--- config.mk ---
export PLATFORM = sky130hd
export DESIGN_NAME = pin_function_mux
export DESIGN_NICKNAME = d
export VERILOG_FILES = /design/src/core/pin_mux_pkg.sv /design/src/core/pin_sync2.sv /design/src/core/pin_function_mux.sv
export SDC_FILE = /design/constraint.sdc
export NUM_CORES = 1
export LEC_CHECK = 0
export ABC_AREA = 0
export BUFFER_PORTS_ARGS = -buffer_cell sky130_fd_sc_hd__clkbuf_2
export CAP_MARGIN = 20
export CORE_MARGIN = 2
export CORE_UTILIZATION = 50
export CTS_CLUSTER_SIZE = 14
export DETAILED_ROUTE_END_ITERATION = 10
export PLACE_DENSITY = 0.81
export SETUP_SLACK_MARGIN = 0.3
export SLEW_MARGIN = 30
export SYNTH_ARGS = -nofsm -noshare
export SYNTH_HDL_FRONTEND = slang
export SYNTH_HIERARCHICAL = 1
export SYNTH_SLANG_ARGS = --single-unit
--- constraint.sdc ---
create_clock -name sys_clk_i -period 1.8 [get_ports sys_clk_i]
set_clock_uncertainty 0.05 [all_clocks]
set_input_delay 0.18 -clock sys_clk_i [delete_from_list [all_inputs] [get_ports sys_clk_i]]
set_output_delay 0.18 -clock sys_clk_i [all_outputs]
set_load 0.005 [all_outputs]
--- src/core/pin_mux_pkg.sv ---
`default_nettype none

package pin_mux_pkg;

    localparam int           NUM_PINS  = 26;
    localparam int           SEL_W     = 4;
    localparam int           PIN_IDX_W = 5;

    // pin indices: port 0 bit n is n, port 1 bit n is 16 + n
    localparam logic [4:0]   PIN_P0_2  = 5'h02;
    localparam logic [4:0]   PIN_P0_4  = 5'h04;
    localparam logic [4:0]   PIN_P0_8  = 5'h08;
    localparam logic [4:0]   PIN_P0_9  = 5'h09;
    localparam logic [4:0]   PIN_P0_10 = 5'h0A;
    localparam logic [4:0]   PIN_P0_11 = 5'h0B;
    localparam logic [4:0]   PIN_P0_12 = 5'h0C;
    localparam logic [4:0]   PIN_P0_13 = 5'h0D;
    localparam logic [4:0]   PIN_P0_14 = 5'h0E;
    localparam logic [4:0]   PIN_P0_15 = 5'h0F;
    localparam logic [4:0]   PIN_P1_6  = 5'h16;
    localparam logic [4:0]   PIN_P1_7  = 5'h17;
    localparam logic [4:0]   PIN_P1_8  = 5'h18;

    localparam logic [3:0]   SEL_ANALOG = 4'h0;
    localparam logic [3:0]   SEL_F1     = 4'h1;
    localparam logic [3:0]   SEL_F2     = 4'h2;
    localparam logic [3:0]   SEL_F3     = 4'h3;
    localparam logic [3:0]   SEL_F4     = 4'h4;
    localparam logic [3:0]   SEL_F5     = 4'h5;
    localparam logic [3:0]   SEL_F6     = 4'h6;
    localparam logic [3:0]   SEL_F7     = 4'h7;
    localparam logic [3:0]   SEL_F8     = 4'h8;
    localparam logic [3:0]   SEL_F9     = 4'h9;

    localparam logic [3:0]   SEL_RESET_VAL    = 4'h0;
    localparam logic         PU_OFF_RESET_VAL = 1'b0;

    // pins that own an internal pull-up, and pins with a selection-zero function
    localparam logic [25:0]  PULLUP_PRESENT = 26'h3F003B4;
    localparam logic [25:0]  ANALOG_PRESENT = 26'h3FE03FF;

    typedef struct packed {
        logic       valid;
        logic [4:0] pin;
        logic [3:0] sel;
        logic       pu_off;
    } pin_cfg_wr_t;

    typedef struct packed {
        logic motor_pwm_ch0_high;
        logic motor_pwm_ch0_low;
        logic motor_pwm_ch1_high;
        logic motor_pwm_ch1_low;
        logic motor_pwm_ch2_high;
        logic motor_pwm_ch2_low;
        logic motor_pwm_ch3_high;
        logic serial_port_tx;
        logic spi_clk;
        logic spi_data_out;
        logic spi_chip_sel;
        logic i2c_scl_pull_low;
        logic i2c_sda_pull_low;
        logic timer0_chan0;
        logic timer0_chan0_oe;
        logic timer0_chan1;
        logic timer0_chan1_oe;
        logic timer1_chan0;
        logic timer1_chan0_oe;
        logic comparator0_result;
        logic comparator1_result;
        logic clock_probe_out;
        logic adc_trigger;
    } periph_out_t;

    typedef struct packed {
        logic       serial_port_rx;
        logic [2:0] hall_sensor_in;
        logic       motor_pwm_fault_in1;
        logic       i2c_scl_in;
        logic       i2c_sda_in;
        logic       timer0_chan0_in;
        logic       timer0_chan1_in;
        logic       timer1_chan0_in;
        logic       debug_wire_clk;
        logic       ext_reset_n;
    } periph_in_t;

    typedef struct packed {
        logic phase_a_high_drive;
        logic phase_a_low_drive;
        logic phase_b_high_drive;
        logic phase_b_low_drive;
        logic phase_c_high_drive;
        logic phase_c_low_drive;
    } gate_drive_t;

endpackage

`default_nettype wire

--- src/core/pin_sync2.sv ---
`default_nettype none

module pin_sync2 #(
    parameter int WIDTH = 1
) (
    input  wire logic             sys_clk_i,
    input  wire logic             rst_n_i,
    input  wire logic [WIDTH-1:0] async_i,
    input  wire logic [WIDTH-1:0] idle_i,
    output logic      [WIDTH-1:0] sync_o
);

    logic [WIDTH-1:0] meta_q;

    // first stage feeds only the second stage; both start at the pin's idle level
    always_ff @(posedge sys_clk_i) begin
        if (!rst_n_i) begin
            meta_q <= idle_i;
            sync_o <= idle_i;
        end else begin
            meta_q <= async_i;
            sync_o <= meta_q;
        end
    end

endmodule // pin_sync2

`default_nettype wire

--- src/core/pin_function_mux.sv ---
// Overview of operation
// - each pin selects function 0..9; 0 is analog/special, 1..9 are digital peripherals.
// - phase A high/low drives follow port 0 bits 10/11, same polarity.
// - phase B high/low drives follow port 0 bits 12/13, same polarity.
// - phase C high/low drives follow port 0 bits 14/15, same polarity.
// - every pin with a pull-up has a software disable; pull-up on until disabled.
// - port 1 bit 8: 1 debug clock, 2 hall 2, 3 pwm ch3 high, 4 serial tx.
// - port 0 bit 9: pwm ch0 high, rx, spi out, sda, timer0 ch1, adc trigger.
// - port 0 bit 8: comparator 0, fault 1, tx, spi clock, scl, timer0 ch0.
// - port 0 bit 4: hall 0, pwm ch1 low, rx, spi select, scl, timer1 ch0.
// - port 1 bit 6: comparator 1, hall 1, pwm ch2 low, tx, timer0 ch1, adc.
// - port 1 bit 7: comparator 0, hall 0, pwm ch2 high, rx, timer0 ch0, adc.
// - port 0 bit 8 is always external interrupt 6 and wake-up 2.
// - port 0 bit 9 is also wake-up 3, besides external interrupt 7.
// - selection 1 on port 0 bits 9 or 10 drives the clock probe out.
// - port 0 bit 2 is the active-low reset input until reselected.
`default_nettype none

module pin_function_mux (
    input  wire logic                        sys_clk_i,
    input  wire logic                        rst_n_i,
    input  wire pin_mux_pkg::pin_cfg_wr_t    cfg_wr_i,
    input  wire logic [25:0]                 gpio_out_i,
    input  wire logic [25:0]                 gpio_oe_i,
    input  wire pin_mux_pkg::periph_out_t    periph_i,
    input  wire logic [25:0]                 pad_in_i,
    output logic      [25:0]                 pad_out_o,
    output logic      [25:0]                 pad_oe_o,
    output logic      [25:0]                 pullup_en_o,
    output logic      [25:0]                 analog_sel_o,
    output logic      [25:0]                 gpio_in_o,
    output logic      [25:0][3:0]            pin_sel_o,
    output var pin_mux_pkg::periph_in_t      periph_o,
    output var pin_mux_pkg::gate_drive_t     gate_o,
    output logic                             ext_irq_line6_o,
    output logic                             ext_irq_line7_o,
    output logic                             wake_line2_o,
    output logic                             wake_line3_o
);

    logic [25:0]       pu_off_q;
    logic [25:0]       pad_sync;
    logic [25:0][1:0]  drv_d;
    pin_mux_pkg::periph_in_t periph_d;

    // per-pin selection and pull-up disable, written one pin at a time
    for (genvar i = 0; i < pin_mux_pkg::NUM_PINS; i++) begin : g_cfg
        always_ff @(posedge sys_clk_i) begin
            if (!rst_n_i) begin
                pin_sel_o[i] <= pin_mux_pkg::SEL_RESET_VAL;
                pu_off_q[i]  <= pin_mux_pkg::PU_OFF_RESET_VAL;
            end else if (cfg_wr_i.valid && cfg_wr_i.pin == 5'(i)) begin
                pin_sel_o[i] <= cfg_wr_i.sel;
                pu_off_q[i]  <= cfg_wr_i.pu_off;
            end
        end
    end

    // pads are asynchronous to the system clock; pulled-up pins start high so no false low follows reset
    pin_sync2 #(
        .WIDTH (26)
    ) u_pad_sync (
        .sys_clk_i (sys_clk_i),
        .rst_n_i   (rst_n_i),
        .async_i   (pad_in_i),
        .idle_i    (pin_mux_pkg::PULLUP_PRESENT),
        .sync_o    (pad_sync)
    );

    function automatic logic is_sel(input logic [25:0][3:0] s, input logic [4:0] pin, input logic [3:0] code);
        return s[pin] == code;
    endfunction

    // {oe, out} pairs for push-pull and open-drain drive
    function automatic logic [1:0] push(input logic v);
        return {1'b1, v};
    endfunction

    function automatic logic [1:0] od_low(input logic pull_low);
        return {pull_low, 1'b0};
    endfunction

    always_comb begin
        for (int i = 0; i < pin_mux_pkg::NUM_PINS; i++) begin
            drv_d[i] = {gpio_oe_i[i], gpio_out_i[i]};
            if (pin_mux_pkg::ANALOG_PRESENT[i] && pin_sel_o[i] == pin_mux_pkg::SEL_ANALOG) begin
                drv_d[i] = 2'h0;
            end
        end
        // port 0 bit 4
        unique case (pin_sel_o[pin_mux_pkg::PIN_P0_4])
            pin_mux_pkg::SEL_F2: drv_d[pin_mux_pkg::PIN_P0_4] = 2'h0;
            pin_mux_pkg::SEL_F3: drv_d[pin_mux_pkg::PIN_P0_4] = push(periph_i.motor_pwm_ch1_low);
            pin_mux_pkg::SEL_F4: drv_d[pin_mux_pkg::PIN_P0_4] = 2'h0;
            pin_mux_pkg::SEL_F5: drv_d[pin_mux_pkg::PIN_P0_4] = push(periph_i.spi_chip_sel);
            pin_mux_pkg::SEL_F6: drv_d[pin_mux_pkg::PIN_P0_4] = od_low(periph_i.i2c_scl_pull_low);
            pin_mux_pkg::SEL_F8: drv_d[pin_mux_pkg::PIN_P0_4] = {periph_i.timer1_chan0_oe, periph_i.timer1_chan0};
            default: ;
        endcase
        // port 0 bit 8
        unique case (pin_sel_o[pin_mux_pkg::PIN_P0_8])
            pin_mux_pkg::SEL_F1: drv_d[pin_mux_pkg::PIN_P0_8] = push(periph_i.comparator0_result);
            pin_mux_pkg::SEL_F3: drv_d[pin_mux_pkg::PIN_P0_8] = 2'h0;
            pin_mux_pkg::SEL_F4: drv_d[pin_mux_pkg::PIN_P0_8] = push(periph_i.serial_port_tx);
            pin_mux_pkg::SEL_F5: drv_d[pin_mux_pkg::PIN_P0_8] = push(periph_i.spi_clk);
            pin_mux_pkg::SEL_F6: drv_d[pin_mux_pkg::PIN_P0_8] = od_low(periph_i.i2c_scl_pull_low);
            pin_mux_pkg::SEL_F7: drv_d[pin_mux_pkg::PIN_P0_8] = {periph_i.timer0_chan0_oe, periph_i.timer0_chan0};
            default: ;
        endcase
        // port 0 bit 9
        unique case (pin_sel_o[pin_mux_pkg::PIN_P0_9])
            pin_mux_pkg::SEL_F1: drv_d[pin_mux_pkg::PIN_P0_9] = push(periph_i.clock_probe_out);
            pin_mux_pkg::SEL_F3: drv_d[pin_mux_pkg::PIN_P0_9] = push(periph_i.motor_pwm_ch0_high);
            pin_mux_pkg::SEL_F4: drv_d[pin_mux_pkg::PIN_P0_9] = 2'h0;
            pin_mux_pkg::SEL_F5: drv_d[pin_mux_pkg::PIN_P0_9] = push(periph_i.spi_data_out);
            pin_mux_pkg::SEL_F6: drv_d[pin_mux_pkg::PIN_P0_9] = od_low(periph_i.i2c_sda_pull_low);
            pin_mux_pkg::SEL_F7: drv_d[pin_mux_pkg::PIN_P0_9] = {periph_i.timer0_chan1_oe, periph_i.timer0_chan1};
            pin_mux_pkg::SEL_F9: drv_d[pin_mux_pkg::PIN_P0_9] = push(periph_i.adc_trigger);
            default: ;
        endcase
        // port 0 bit 10
        unique case (pin_sel_o[pin_mux_pkg::PIN_P0_10])
            pin_mux_pkg::SEL_F1: drv_d[pin_mux_pkg::PIN_P0_10] = push(periph_i.clock_probe_out);
            pin_mux_pkg::SEL_F3: drv_d[pin_mux_pkg::PIN_P0_10] = push(periph_i.motor_pwm_ch0_high);
            pin_mux_pkg::SEL_F7: drv_d[pin_mux_pkg::PIN_P0_10] = {periph_i.timer0_chan0_oe, periph_i.timer0_chan0};
            pin_mux_pkg::SEL_F8: drv_d[pin_mux_pkg::PIN_P0_10] = {periph_i.timer1_chan0_oe, periph_i.timer1_chan0};
            default: ;
        endcase
        // gate-driver bits carry the pwm pairs on selection 3
        if (is_sel(pin_sel_o, pin_mux_pkg::PIN_P0_11, pin_mux_pkg::SEL_F3)) begin
            drv_d[pin_mux_pkg::PIN_P0_11] = push(periph_i.motor_pwm_ch0_low);
        end
        if (is_sel(pin_sel_o, pin_mux_pkg::PIN_P0_12, pin_mux_pkg::SEL_F3)) begin
            drv_d[pin_mux_pkg::PIN_P0_12] = push(periph_i.motor_pwm_ch1_high);
        end
        if (is_sel(pin_sel_o, pin_mux_pkg::PIN_P0_13, pin_mux_pkg::SEL_F3)) begin
            drv_d[pin_mux_pkg::PIN_P0_13] = push(periph_i.motor_pwm_ch1_low);
        end
        if (is_sel(pin_sel_o, pin_mux_pkg::PIN_P0_14, pin_mux_pkg::SEL_F3)) begin
            drv_d[pin_mux_pkg::PIN_P0_14] = push(periph_i.motor_pwm_ch2_high);
        end
        if (is_sel(pin_sel_o, pin_mux_pkg::PIN_P0_15, pin_mux_pkg::SEL_F3)) begin
            drv_d[pin_mux_pkg::PIN_P0_15] = push(periph_i.motor_pwm_ch2_low);
        end
        // port 1 bit 6
        unique case (pin_sel_o[pin_mux_pkg::PIN_P1_6])
            pin_mux_pkg::SEL_F1: drv_d[pin_mux_pkg::PIN_P1_6] = push(periph_i.comparator1_result);
            pin_mux_pkg::SEL_F2: drv_d[pin_mux_pkg::PIN_P1_6] = 2'h0;
            pin_mux_pkg::SEL_F3: drv_d[pin_mux_pkg::PIN_P1_6] = push(periph_i.motor_pwm_ch2_low);
            pin_mux_pkg::SEL_F4: drv_d[pin_mux_pkg::PIN_P1_6] = push(periph_i.serial_port_tx);
            pin_mux_pkg::SEL_F7: drv_d[pin_mux_pkg::PIN_P1_6] = {periph_i.timer0_chan1_oe, periph_i.timer0_chan1};
            pin_mux_pkg::SEL_F9: drv_d[pin_mux_pkg::PIN_P1_6] = push(periph_i.adc_trigger);
            default: ;
        endcase
        // port 1 bit 7
        unique case (pin_sel_o[pin_mux_pkg::PIN_P1_7])
            pin_mux_pkg::SEL_F1: drv_d[pin_mux_pkg::PIN_P1_7] = push(periph_i.comparator0_result);
            pin_mux_pkg::SEL_F2: drv_d[pin_mux_pkg::PIN_P1_7] = 2'h0;
            pin_mux_pkg::SEL_F3: drv_d[pin_mux_pkg::PIN_P1_7] = push(periph_i.motor_pwm_ch2_high);
            pin_mux_pkg::SEL_F4: drv_d[pin_mux_pkg::PIN_P1_7] = 2'h0;
            pin_mux_pkg::SEL_F7: drv_d[pin_mux_pkg::PIN_P1_7] = {periph_i.timer0_chan0_oe, periph_i.timer0_chan0};
            pin_mux_pkg::SEL_F9: drv_d[pin_mux_pkg::PIN_P1_7] = push(periph_i.adc_trigger);
            default: ;
        endcase
        // port 1 bit 8
        unique case (pin_sel_o[pin_mux_pkg::PIN_P1_8])
            pin_mux_pkg::SEL_F1: drv_d[pin_mux_pkg::PIN_P1_8] = 2'h0;
            pin_mux_pkg::SEL_F2: drv_d[pin_mux_pkg::PIN_P1_8] = 2'h0;
            pin_mux_pkg::SEL_F3: drv_d[pin_mux_pkg::PIN_P1_8] = push(periph_i.motor_pwm_ch3_high);
            pin_mux_pkg::SEL_F4: drv_d[pin_mux_pkg::PIN_P1_8] = push(periph_i.serial_port_tx);
            default: ;
        endcase
    end

    // inputs toward peripherals; several pins may share one input, idle level otherwise
    always_comb begin
        periph_d.serial_port_rx =
            (is_sel(pin_sel_o, pin_mux_pkg::PIN_P0_4, pin_mux_pkg::SEL_F4) ? pad_sync[pin_mux_pkg::PIN_P0_4] : 1'b1) &
            (is_sel(pin_sel_o, pin_mux_pkg::PIN_P0_9, pin_mux_pkg::SEL_F4) ? pad_sync[pin_mux_pkg::PIN_P0_9] : 1'b1) &
            (is_sel(pin_sel_o, pin_mux_pkg::PIN_P1_7, pin_mux_pkg::SEL_F4) ? pad_sync[pin_mux_pkg::PIN_P1_7] : 1'b1);
        periph_d.hall_sensor_in[0] =
            (is_sel(pin_sel_o, pin_mux_pkg::PIN_P0_4, pin_mux_pkg::SEL_F2) & pad_sync[pin_mux_pkg::PIN_P0_4]) |
            (is_sel(pin_sel_o, pin_mux_pkg::PIN_P1_7, pin_mux_pkg::SEL_F2) & pad_sync[pin_mux_pkg::PIN_P1_7]);
        periph_d.hall_sensor_in[1] =
            is_sel(pin_sel_o, pin_mux_pkg::PIN_P1_6, pin_mux_pkg::SEL_F2) & pad_sync[pin_mux_pkg::PIN_P1_6];
        periph_d.hall_sensor_in[2] =
            is_sel(pin_sel_o, pin_mux_pkg::PIN_P1_8, pin_mux_pkg::SEL_F2) & pad_sync[pin_mux_pkg::PIN_P1_8];
        periph_d.motor_pwm_fault_in1 =
            is_sel(pin_sel_o, pin_mux_pkg::PIN_P0_8, pin_mux_pkg::SEL_F3) & pad_sync[pin_mux_pkg::PIN_P0_8];
        periph_d.i2c_scl_in =
            (is_sel(pin_sel_o, pin_mux_pkg::PIN_P0_4, pin_mux_pkg::SEL_F6) ? pad_sync[pin_mux_pkg::PIN_P0_4] : 1'b1) &
            (is_sel(pin_sel_o, pin_mux_pkg::PIN_P0_8, pin_mux_pkg::SEL_F6) ? pad_sync[pin_mux_pkg::PIN_P0_8] : 1'b1);
        periph_d.i2c_sda_in =
            is_sel(pin_sel_o, pin_mux_pkg::PIN_P0_9, pin_mux_pkg::SEL_F6) ? pad_sync[pin_mux_pkg::PIN_P0_9] : 1'b1;
        periph_d.timer0_chan0_in =
            (is_sel(pin_sel_o, pin_mux_pkg::PIN_P0_8, pin_mux_pkg::SEL_F7) & pad_sync[pin_mux_pkg::PIN_P0_8]) |
            (is_sel(pin_sel_o, pin_mux_pkg::PIN_P0_10, pin_mux_pkg::SEL_F7) & pad_sync[pin_mux_pkg::PIN_P0_10]) |
            (is_sel(pin_sel_o, pin_mux_pkg::PIN_P1_7, pin_mux_pkg::SEL_F7) & pad_sync[pin_mux_pkg::PIN_P1_7]);
        periph_d.timer0_chan1_in =
            (is_sel(pin_sel_o, pin_mux_pkg::PIN_P0_9, pin_mux_pkg::SEL_F7) & pad_sync[pin_mux_pkg::PIN_P0_9]) |
            (is_sel(pin_sel_o, pin_mux_pkg::PIN_P1_6, pin_mux_pkg::SEL_F7) & pad_sync[pin_mux_pkg::PIN_P1_6]);
        periph_d.timer1_chan0_in =
            (is_sel(pin_sel_o, pin_mux_pkg::PIN_P0_4, pin_mux_pkg::SEL_F8) & pad_sync[pin_mux_pkg::PIN_P0_4]) |
            (is_sel(pin_sel_o, pin_mux_pkg::PIN_P0_10, pin_mux_pkg::SEL_F8) & pad_sync[pin_mux_pkg::PIN_P0_10]);
        periph_d.debug_wire_clk =
            is_sel(pin_sel_o, pin_mux_pkg::PIN_P1_8, pin_mux_pkg::SEL_F1) & pad_sync[pin_mux_pkg::PIN_P1_8];
        // reset pin starts selected; its synchroniser starts pulled up, so no reset pulse follows reset
        periph_d.ext_reset_n =
            is_sel(pin_sel_o, pin_mux_pkg::PIN_P0_2, pin_mux_pkg::SEL_ANALOG) ? pad_sync[pin_mux_pkg::PIN_P0_2] : 1'b1;
    end

    always_ff @(posedge sys_clk_i) begin
        if (!rst_n_i) begin
            pad_out_o <= '0;
            pad_oe_o  <= '0;
        end else begin
            for (int i = 0; i < pin_mux_pkg::NUM_PINS; i++) begin
                pad_out_o[i] <= drv_d[i][0];
                pad_oe_o[i]  <= drv_d[i][1];
            end
        end
    end

    always_ff @(posedge sys_clk_i) begin
        if (!rst_n_i) begin
            periph_o <= '{serial_port_rx: 1'b1, i2c_scl_in: 1'b1, i2c_sda_in: 1'b1, ext_reset_n: 1'b1, default: '0};
        end else begin
            periph_o <= periph_d;
        end
    end

    // gate drives track the port bit level in the same cycle as the pad itself
    always_ff @(posedge sys_clk_i) begin
        if (!rst_n_i) begin
            gate_o <= '0;
        end else begin
            gate_o.phase_a_high_drive <= drv_d[pin_mux_pkg::PIN_P0_10][0];
            gate_o.phase_a_low_drive  <= drv_d[pin_mux_pkg::PIN_P0_11][0];
            gate_o.phase_b_high_drive <= drv_d[pin_mux_pkg::PIN_P0_12][0];
            gate_o.phase_b_low_drive  <= drv_d[pin_mux_pkg::PIN_P0_13][0];
            gate_o.phase_c_high_drive <= drv_d[pin_mux_pkg::PIN_P0_14][0];
            gate_o.phase_c_low_drive  <= drv_d[pin_mux_pkg::PIN_P0_15][0];
        end
    end

    // interrupt and wake lines ignore the selection so a pin can wake from any function
    always_ff @(posedge sys_clk_i) begin
        if (!rst_n_i) begin
            ext_irq_line6_o <= 1'b0;
            ext_irq_line7_o <= 1'b0;
            wake_line2_o    <= 1'b0;
            wake_line3_o    <= 1'b0;
            gpio_in_o       <= '0;
        end else begin
            ext_irq_line6_o <= pad_sync[pin_mux_pkg::PIN_P0_8];
            wake_line2_o    <= pad_sync[pin_mux_pkg::PIN_P0_8];
            ext_irq_line7_o <= pad_sync[pin_mux_pkg::PIN_P0_9];
            wake_line3_o    <= pad_sync[pin_mux_pkg::PIN_P0_9];
            gpio_in_o       <= pad_sync;
        end
    end

    always_ff @(posedge sys_clk_i) begin
        if (!rst_n_i) begin
            pullup_en_o  <= pin_mux_pkg::PULLUP_PRESENT;
            analog_sel_o <= pin_mux_pkg::ANALOG_PRESENT;
        end else begin
            for (int i = 0; i < pin_mux_pkg::NUM_PINS; i++) begin
                pullup_en_o[i]  <= pin_mux_pkg::PULLUP_PRESENT[i] & ~pu_off_q[i];
                analog_sel_o[i] <= pin_mux_pkg::ANALOG_PRESENT[i] &
                                   (pin_sel_o[i] == pin_mux_pkg::SEL_ANALOG);
            end
        end
    end

endmodule // pin_function_mux

`default_nettype wire

==> results.json, run 1 <==
{
  "switching_share_pct": 22.2,
  "cts_max_path_buffers": 3,
  "drt_iter0_markers": 488,
  "max_stage_delay_ps": 550,
  "drt-vias-per-instance": 5.21,
  "synth_edf_count": 0,
  "synth_top_area_cell": "dfxtp_1",
  "cts_root_buf": "clkbuf_16",
  "fin_nets": 1679,
  "ys_seq_area_share_pct": 53.3,
  "cap_viol_max_count": 0,
  "ys_seq_elements": 289,
  "finalWeightedCongestion": 0.858,
  "cts_buffers": 29,
  "grt_usage_pct": 26.9,
  "die_x_um": 151,
  "p_int_w": 0.0107,
  "max_freq_ghz": 0.637,
  "synth-main-ff-cell": "dfxtp_1",
  "finalCriticalPeriod_ps": 1570,
  "io_pins": 370,
  "die_h_um": 151,
  "ir_drop_v": 0.000656,
  "clock_sink_count": 289,
  "critPathKind": "reg -> reg",
  "route.vias.total": 9674,
  "grt_pass1_vias": 9242,
  "cp_slowest_cell": "a2111oi_1",
  "status": "complete, no violations",
  "seqPwrFrac_pct": 48.6,
  "synth_fa_ha_area_share_pct": 0,
  "clkTransAtPathRegs_ps": 60,
  "syn_area_um2": 10800,
  "syn_avg_cell_area_um2": 9.82,
  "syn_to_final_growth_pct": 35.8,
  "p_comb_share_pct": 7.8,
  "wire_per_inst_um": 17.7,
  "layoutNonFillerInstCount": 1858,
  "synth-compound-area-share_pct": 9.00,
  "path_cells": "nand2b_1 > o32ai_1 > a2111oi_1",
  "routed_wl_mm": 32.8,
  "rsz0062_at_grt": "yes",
  "grt_pass1_wl_mm": 48.5,
  "grt.overflow.total": 0,
  "placed_cells": 1720,
  "synth-simple-area-share_pct": 18.3,
  "utilization_pct": 69.6,
  "rows": 53,
  "cts_setup_buffers": 0,
  "slew_headroom_pct": 46.6,
  "synth_top_family_by_area": "simple AND/OR/NAND/NOR gates",
  "post-route-period-util_pct": 87.2,
  "worst_slew_pin_slew_ps": 801,
  "clkPwrFrac_pct": 43.6,
  "finalSetupTns_ps": 0,
  "drcViolationCount": 0,
  "insertion_delay_ps": 540,
  "power.leakage_nw": 6.53,
  "drive_above_1_share_pct": 32.6,
  "core_area_um2": 21200,
  "cp-start-kind": "flip-flop",
  "yosysTopAreaCellShare_pct": 53.3,
  "antenna_found_initial": 0,
  "required_ps": 2120,
  "antenna_cells": 0,
  "drt_pass1_iterations": 5,
  "ant_nets": 0,
  "cts_tree": "done",
  "hold_viol": 0,
  "setup_viol": 0,
  "crit_fanout": 8,
  "start_util_pct": 51.3,
  "num-fill-cells": 1538,
  "synthTopCellsByArea": "dfxtp_1, mux2_4, mux2i_1",
  "io_buffers": 348,
  "yosysUniqueCellTypes": 63,
  "async_flop_share_pct": 0,
  "yosysMostFrequentCell": "dfxtp_1",
  "synthMuxAreaShare_pct": 12.0,
  "path_buf_inv": 0,
  "cp_top_family": "compound AO/OA/AOI/OAI gates",
  "power.density_nw_per_um2": 931,
  "worstHoldPathType": "in -> reg",
  "die-area_um2": 22900,
  "synth_xor_area_share_pct": 0.242,
  "htreeDepth": 1,
  "slew_violations": 0,
  "ys_warn_count": 6,
  "dpl.hpwl_mm": 21.1,
  "cp.arrival_ps": 1890,
  "ys_top_cells_by_count": "dfxtp_1, nand2_1, a21oi_1",
  "crit_path_end_kind": "flip-flop",
  "syn_inst": 1105,
  "grt_max_degree": 60,
  "switchingPower_w": 0.00305
}
==> path summary, 6_finish.rpt <==
kind / from / to / slack [ps] / cells after the start
worst max-delay path: pin_sel_o[95] / pad_oe_o[23] / 230 / 3
worst max register to register: pin_sel_o[95] / pad_oe_o[23] / 230 / 3
worst min-delay path: periph_i[6] / pad_oe_o[22] / 40 / 5
worst min register to register: pu_off_q[21] / pullup_en_o[21] / 330 / 1
==> layout make-up <==
class,count,area (um^2),area share (%)
flip-flops and latches,289,5810,39.4
well taps,275,344,2.34
clock buffers,36,792,5.38
clock inverters,13,149,1.01
repair buffers,470,2930,19.9
multi-input cells,747,4600,31.2
inverters,28,108,0.731
==> logic make-up after synthesis <==
| family | Yosys count |
|---|---|
| AO/OA/AOI/OAI | 173 |
| XOR/XNOR | 3 |
| buffers and inverters | 140 |
| flip-flops | 289 |
| multiplexers | 105 |
| other | 2 |
| AND/OR/NAND/NOR | 393 |
==> stage by stage <==
stage	setup WS [ps]	cell area, um^2	power, W	hold slack, ps
after global placement	328	12800	0.00765	314
final	231	14700	0.0137	38.5
after CTS	274	14700	0.0138	11.8
after detailed placement	235	12800	0.00768	317
after floorplan	362	11100	0.00735	251
after global routing	160	14700	0.0142	64.0
==> routing by layer <==
layer	GRT usage [%]	share of wire, %	vias to the layer above
met5	0	0	-
met4	10.7	3.8	0
met3	4.91	7.5	86
met2	48.6	51	434
met1	31.4	38	4595
li1	-	-	4559
==> worst min-delay path, delay by kind of cell <==
family | cells | cell delay (ps)
buffers and inverters | 2 | 150
AOI/OAI and AO/OA | 2 | 150
and+or+nand+nor | 1 | 90
==> sequential cells by signal, summed over array words and instances (netlist names) <==
signal	count
analog_sel_o	19
periph_o	12
gpio_in_o	26
u_pad_sync/meta_q	26
pad_oe_o	26
pu_off_q	12
pullup_en_o	12
u_pad_sync/sync_o	26
pin_sel_o	104
pad_out_o	26
==> placed cells by master (no fill, tap or decap), drive strengths merged, types with 2 or more instances in the layout <==
master / instances
a211oi: 2
a21o: 3
a21oi: 94
a31oi: 3
a41oi: 2
and2: 52
and4bb: 3
buf: 34
bufinv: 3
clkbuf: 383
clkinv: 8
conb: 73
dfxtp: 289
dlygate4sd3: 89
inv: 29
mux2: 53
mux2i: 52
nand2: 112
nand2b: 9
nand3: 59
nand3b: 6
nand4b: 6
nor2: 89
nor2b: 13
nor3: 10
nor3b: 5
nor4: 15
nor4b: 2
nor4bb: 2
o21a: 2
o21ai: 42
o22ai: 7
o32a: 2
o32ai: 2
o41ai: 4
or3b: 3
xnor2: 2
==> power groups by stage <==
stage                     Clock (W)  Sequential, W  Combinational (W)
final                       0.00598        0.00667            0.00106
after CTS                   0.00606        0.00667            0.00103
after detailed placement          0        0.00681           0.000872
after global routing        0.00633        0.00668            0.00114
after floorplan                   0        0.00680           0.000553
after global placement            0        0.00680           0.000853
==> repair_timing <==
item / CTS / global route
cloned: 0 / 0
hold buffers: 89 / 0
gates resized for setup: 12 / 12
endpoints found under the hold margin: 81 / 0
setup endpoints to repair: 13 / 13
(Power assumes the default switching activity.)
==> inputs of run 2 (changes only) <==
Settings changed: MAX_ROUTING_LAYER from default to met4, PLACE_DENSITY 0.81 to default, PLACE_DENSITY_LB_ADDON from default to 0.15.
==> run 2 against run 1 <==
Against the previous run: via count decreased by 4.5%; sequential share of layout area decreased by 0.37 points; clock-buffer cell count increased by 6; critical path type is now reg -> out; cell area increased by 0.88%; critical path depth decreased by 1; highest routed layer unchanged; clock power increased by 9.9%; die area unchanged; register-to-register slack improved by 150 ps; worst setup slack improved by 120 ps; largest power group unchanged; largest cell class unchanged; sequential power about the same; final cell count increased by 0.38%.
==> results.json, run 2 (synthesis gave the netlist of run 1 again) <==
{
  "power.leakage_nw": 6.59,
  "max_freq_ghz": 0.688,
  "critPathKind": "reg -> out",
  "die_h_um": 151,
  "clock_sink_count": 289,
  "finalSetupTns_ps": 0,
  "drt-vias-per-instance": 4.95,
  "syn_to_final_growth_pct": 37.0,
  "route.vias.total": 9235,
  "largest_reg_flops": 104,
  "max_stage_delay_ps": 390,
  "post-route-period-util_pct": 80.7,
  "cap_viol_max_count": 0,
  "worstHoldPathType": "in -> reg",
  "insertion_delay_ps": 540,
  "clkTransAtPathRegs_ps": 60,
  "cp.arrival_ps": 1220,
  "die_x_um": 151,
  "status": "complete, no violations",
  "routed_wl_mm": 29.8,
  "io_buffers": 348,
  "cts_tree": "done",
  "antenna_found_initial": 0,
  "switching_share_pct": 21.6,
  "cts_buffers": 31,
  "grt_pass1_wl_mm": 44.7,
  "switchingPower_w": 0.00309,
  "finalWeightedCongestion": 0.833,
  "grt_max_degree": 54,
  "htreeDepth": 1,
  "core_area_um2": 21200,
  "grt_usage_pct": 25.5,
  "die-area_um2": 22900,
  "antenna_cells": 0,
  "cp_top_family": "flip-flops",
  "path_cells": "buf_6 > clkbuf_2",
  "wire_per_inst_um": 16.0,
  "setup_viol": 0,
  "crit_fanout": 7,
  "top_register": "pin_sel_o",
  "finalCriticalPeriod_ps": 1450,
  "grt_pass1_vias": 8595,
  "seqPwrFrac_pct": 46.7,
  "rows": 53,
  "clkPwrFrac_pct": 46.0,
  "grt.overflow.total": 0,
  "drive_above_1_share_pct": 32.6,
  "cts_setup_buffers": 0,
  "cp-start-kind": "flip-flop",
  "ant_nets": 0,
  "drt_iter0_markers": 351,
  "cp_slowest_cell": "dfxtp_1",
  "fin_ws_ps": 347,
  "p_comb_share_pct": 7.3,
  "slew_violations": 0,
  "required_ps": 1570,
  "dp_slack_ps": 255,
  "drcViolationCount": 0,
  "slew_headroom_pct": 49.0,
  "final_cell_mix": "clkbuf_2, dfxtp_1, nand2_1, a21oi_1, dlygate4sd3_1",
  "fin_nets": 1681,
  "p_int_w": 0.0112,
  "cts_max_path_buffers": 3,
  "crit_path_end_kind": "output port",
  "dpl.hpwl_mm": 20.0,
  "drt_pass1_iterations": 5,
  "worst_slew_pin_slew_ps": 765,
  "final_common_cell": "clkbuf_2",
  "io_pins": 370,
  "cts_root_buf": "clkbuf_16",
  "start_util_pct": 51.3,
  "ir_drop_v": 0.000777,
  "power.density_nw_per_um2": 961,
  "path_buf_inv": 2,
  "rsz0062_at_grt": "no",
  "hold_viol": 0
}
[run 2: changes by cell type in the layout (fill, tap and decap cells not counted), moves of 2 or more]
cell and change:
clkbuf_16 +2, clkbuf_8 +4, dfxtp_2 +3, dfxtp_4 -2, nor4bb_1 +2, nor4bb_2 -2
[run 2: routing by layer]
metal	global-route usage (%)	vias up	share of wire, %
met5	-	-	0
met4	7.66	0	2.8
met3	4.85	61	7.8
met2	43.1	337	49
met1	30.9	4272	40
li1	-	4565	-
[run 2: final cells by class]
type | count | area, um^2
Tap cell | 275 | 344
Multi-Input combinational cell | 747 | 4590
Sequential cell | 289 | 5800
Clock buffer | 42 | 897
Fill cell | 1644 | 6290
Inverter | 28 | 108
Timing Repair Buffer | 470 | 2940
Clock inverter | 14 | 180
[run 2: final timing paths]
path / to / slack, ps / depth (start not counted) / start
min: pad_out_o[8] / 10 / 4 / gpio_out_i[8]
min reg2reg: pullup_en_o[9] / 330 / 1 / pu_off_q[9]
max: pin_sel_o[92] / 350 / 2 / pin_sel_o[92]
max reg2reg: pad_out_o[4] / 380 / 4 / pin_sel_o[18]
[run 2: worst register-to-register path, cell delays in order, from the launching register on]
cell and delay (ps):
dfxtp_2 380, nand2b_4 170, or3b_2 460, a21o_1 180
a21oi_1 110
[run 2: metrics by stage]
stage	power (W)	utilization [%]	hold WS, ps	area, um^2	instances
after global placement	0.00765	60.7	319	12800	1719
final	0.0143	70.2	10.1	14900	1865
after global routing	0.0148	70.2	31.3	14900	1865
after floorplan	0.00735	-	251	11100	1176
after CTS	0.0144	70.2	2.27	14800	1865
after detailed placement	0.00767	60.7	317	12800	1719
[run 2: timing repair]
action,in CTS,in global routing
endpoints found under the setup margin,14,6
hold buffers,90,0
hold endpoints to repair,83,0
cloned,0,0
resized for setup,13,6
[run 2: power groups by stage]
| stage | sequential (W) | clock, W | combinational [W] |
|---|---|---|---|
| 6_report | 0.00667 | 0.00657 | 0.00104 |
| 5_1_grt | 0.00668 | 0.00694 | 0.00113 |
| 4_1_cts | 0.00667 | 0.00667 | 0.00103 |
| 3_5_place_dp | 0.00681 | 0 | 0.000864 |
| 3_3_place_gp | 0.00680 | 0 | 0.000855 |
| 2_1_floorplan | 0.00680 | 0 | 0.000553 |
==> inputs of run 3 (changes only) <==
Clock period 1.8 ns to 1.4 ns, I/O delays scaled along.
==> run 3 against run 2 <==
Against the previous run: sequential share of layout area down 4.8 points; sequential power rose by 28%; largest power group unchanged; the flow now finishes with violations (negative hold slack, negative setup slack); via count up 15%; critical path type is now reg -> reg; non-clock buffer count rose by 150; sequential cell count did not move.
==> results.json, run 3 (synthesis gave the netlist of run 1 again) <==
{
  "status": "complete, but fails checks",
  "violations": "negative hold slack, negative setup slack",
  "reg2reg_depth": 5,
  "p_comb_share_pct": 8.9,
  "die-area_um2": 22900,
  "grt_pass1_wl_mm": 50.0,
  "clkTransAtPathRegs_ps": 60,
  "reg2reg_from": "pin_sel_o[34]",
  "drive_above_1_share_pct": 51.3,
  "top_register": "pin_sel_o",
  "htreeDepth": 1,
  "holdPathEnd": "pad_oe_o[22]",
  "max_freq_ghz": 0.582,
  "hold_viol": 1,
  "seqPwrFrac_pct": 46.2,
  "antenna_found_initial": 0,
  "cts_buffers": 30,
  "cp_top_family": "compound AO/OA/AOI/OAI gates",
  "drt_iter0_markers": 508,
  "cts_max_path_buffers": 3,
  "dpl.hpwl_mm": 20.4,
  "largest_reg_flops": 104,
  "num-fill-cells": 1128,
  "worstHoldPathType": "in -> reg",
  "ir_drop_v": 0.000974,
  "final_cell_mix": "clkbuf_2, dfxtp_2, buf_6, dfxtp_1, nand2_1",
  "multi_input_area_um2": 5180,
  "crit_path_end_kind": "flip-flop",
  "drcViolationCount": 0,
  "crit_fanout": 8,
  "grt_pass1_vias": 9776,
  "dp_slack_ps": 11.6,
  "cap_viol_max_count": 0,
  "grt_max_degree": 38,
  "critPathKind": "reg -> reg",
  "path_cells": "buf_6 > nor2b_1 > a31oi_1 > o221ai_1 > and3_1",
  "required_ps": 1790,
  "route.vias.total": 10600,
  "clkPwrFrac_pct": 44.9,
  "power.leakage_nw": 7.81,
  "fin_nets": 1830,
  "r2r_end": "pad_out_o[8]",
  "worstHoldPathCells": 5,
  "p_int_w": 0.0143,
  "power.density_nw_per_um2": 1040,
  "utilization_pct": 83.9,
  "core_area_um2": 21200,
  "cts_root_buf": "clkbuf_16",
  "finalWeightedCongestion": 0.834,
  "io_buffers": 348,
  "drt-vias-per-instance": 5.28,
  "rows": 53,
  "final_common_cell": "clkbuf_2",
  "syn_to_final_growth_pct": 63.6,
  "ant_nets": 0,
  "die_h_um": 151,
  "cp.arrival_ps": 2110,
  "grt.overflow.total": 0,
  "finalCriticalPeriod_ps": 1720,
  "fin_ws_ps": -320,
  "grt_usage_pct": 28.6,
  "slew_headroom_pct": 63.2,
  "routed_wl_mm": 38.7,
  "whs_ps": -12.0,
  "drt_pass1_iterations": 5,
  "switchingPower_w": 0.00423,
  "cp_slowest_cell": "a31oi_1",
  "switching_share_pct": 22.9,
  "slew_violations": 0,
  "r2r_slack_ps": -320,
  "insertion_delay_ps": 560,
  "start_util_pct": 51.3,
  "setup_viol": 2,
  "worstHoldStart": "periph_i[6]",
  "regArea_um2": 6070,
  "finalSetupTns_ps": -366,
  "clock_sink_count": 289,
  "max_stage_delay_ps": 440,
  "worst_slew_pin_slew_ps": 549,
  "antenna_cells": 0,
  "rsz0062_at_grt": "yes",
  "cp-start-kind": "flip-flop",
  "cts_tree": "done",
  "path_buf_inv": 1,
  "post-route-period-util_pct": 123,
  "wire_per_inst_um": 19.2,
  "io_pins": 370,
  "die_x_um": 151
}
run 3: changes by cell type in the layout (fill, tap and decap cells not counted), sizes merged:
cell / change
clkbuf: -128
clkinvlp: +3
inv: -1
dlygate4sd3: +11
dlymetal6s4s: +2
buf: +263
run 3: worst max path at each step:
| stage | depth (start not counted) | start | end |
|---|---|---|---|
| after floorplan | 4 | pin_sel_o[92] | periph_o[11] |
| after global placement | 3 | pin_sel_o[95] | periph_o[11] |
| after detailed placement | 6 | cfg_wr_i[7] | pin_sel_o[99] |
| after CTS | 2 | pin_sel_o[37] | pin_sel_o[37] |
| after global routing | 5 | pin_sel_o[34] | pad_out_o[8] |
| final | 5 | pin_sel_o[34] | pad_out_o[8] |
run 3: per-layer routing:
| layer | share of wire, % | up-vias | wire [um] | track usage, % |
|---|---|---|---|---|
| met5 | 0 | - | 0 | - |
| met4 | 4.6 | 0 | 1770 | 9.86 |
| met3 | 7.6 | 142 | 2950 | 3.83 |
| met2 | 51 | 563 | 19800 | 51.2 |
| met1 | 37 | 5080 | 14100 | 32.9 |
| li1 | - | 4864 | - | - |
run 3: area by class of cell:
type / count / area share, %
clock buffers: 40 / 4.73
clock inverters: 16 / 1.09
inverters: 28 / 0.621
multi-input cells: 747 / 29.2
flip-flops and latches: 289 / 34.2
well taps: 275 / 1.94
repair buffers: 620 / 28.2
run 3: timing repair:
| item | 4_1_cts | 5_1_grt |
|---|---|---|
| hold buffers | 103 | 0 |
| buffers inserted | 82 | 21 |
| pin swaps | 30 | 63 |
| hold endpoints to repair | 133 | 0 |
| resized for setup | 227 | 327 |
| setup endpoints to repair | 260 | 299 |
run 3: per-stage QoR:
stage | power, W | area, um^2 | cells
final | 0.0185 | 17700 | 2015
after global routing | 0.0190 | 17700 | 2015
after CTS | 0.0184 | 16500 | 1994
after detailed placement | 0.00994 | 13300 | 1753
after global placement | 0.00992 | 13300 | 1753
after floorplan | 0.00947 | 11300 | 1176
run 3: worst register-to-register path: stages (launching register included):
cell and delay (ps):
dfxtp_4 360, buf_6 140, nor2b_1 90, a31oi_1 440
o221ai_1 260, and3_1 260
run 3: power groups by stage:
stage	clock, W	sequential (W)	combinational (W)
5_1_grt	0.00871	0.00856	0.00176
6_report	0.00832	0.00855	0.00166
3_3_place_gp	0	0.00874	0.00118
4_1_cts	0.00834	0.00854	0.00149
3_5_place_dp	0	0.00875	0.00119
2_1_floorplan	0	0.00874	0.000727
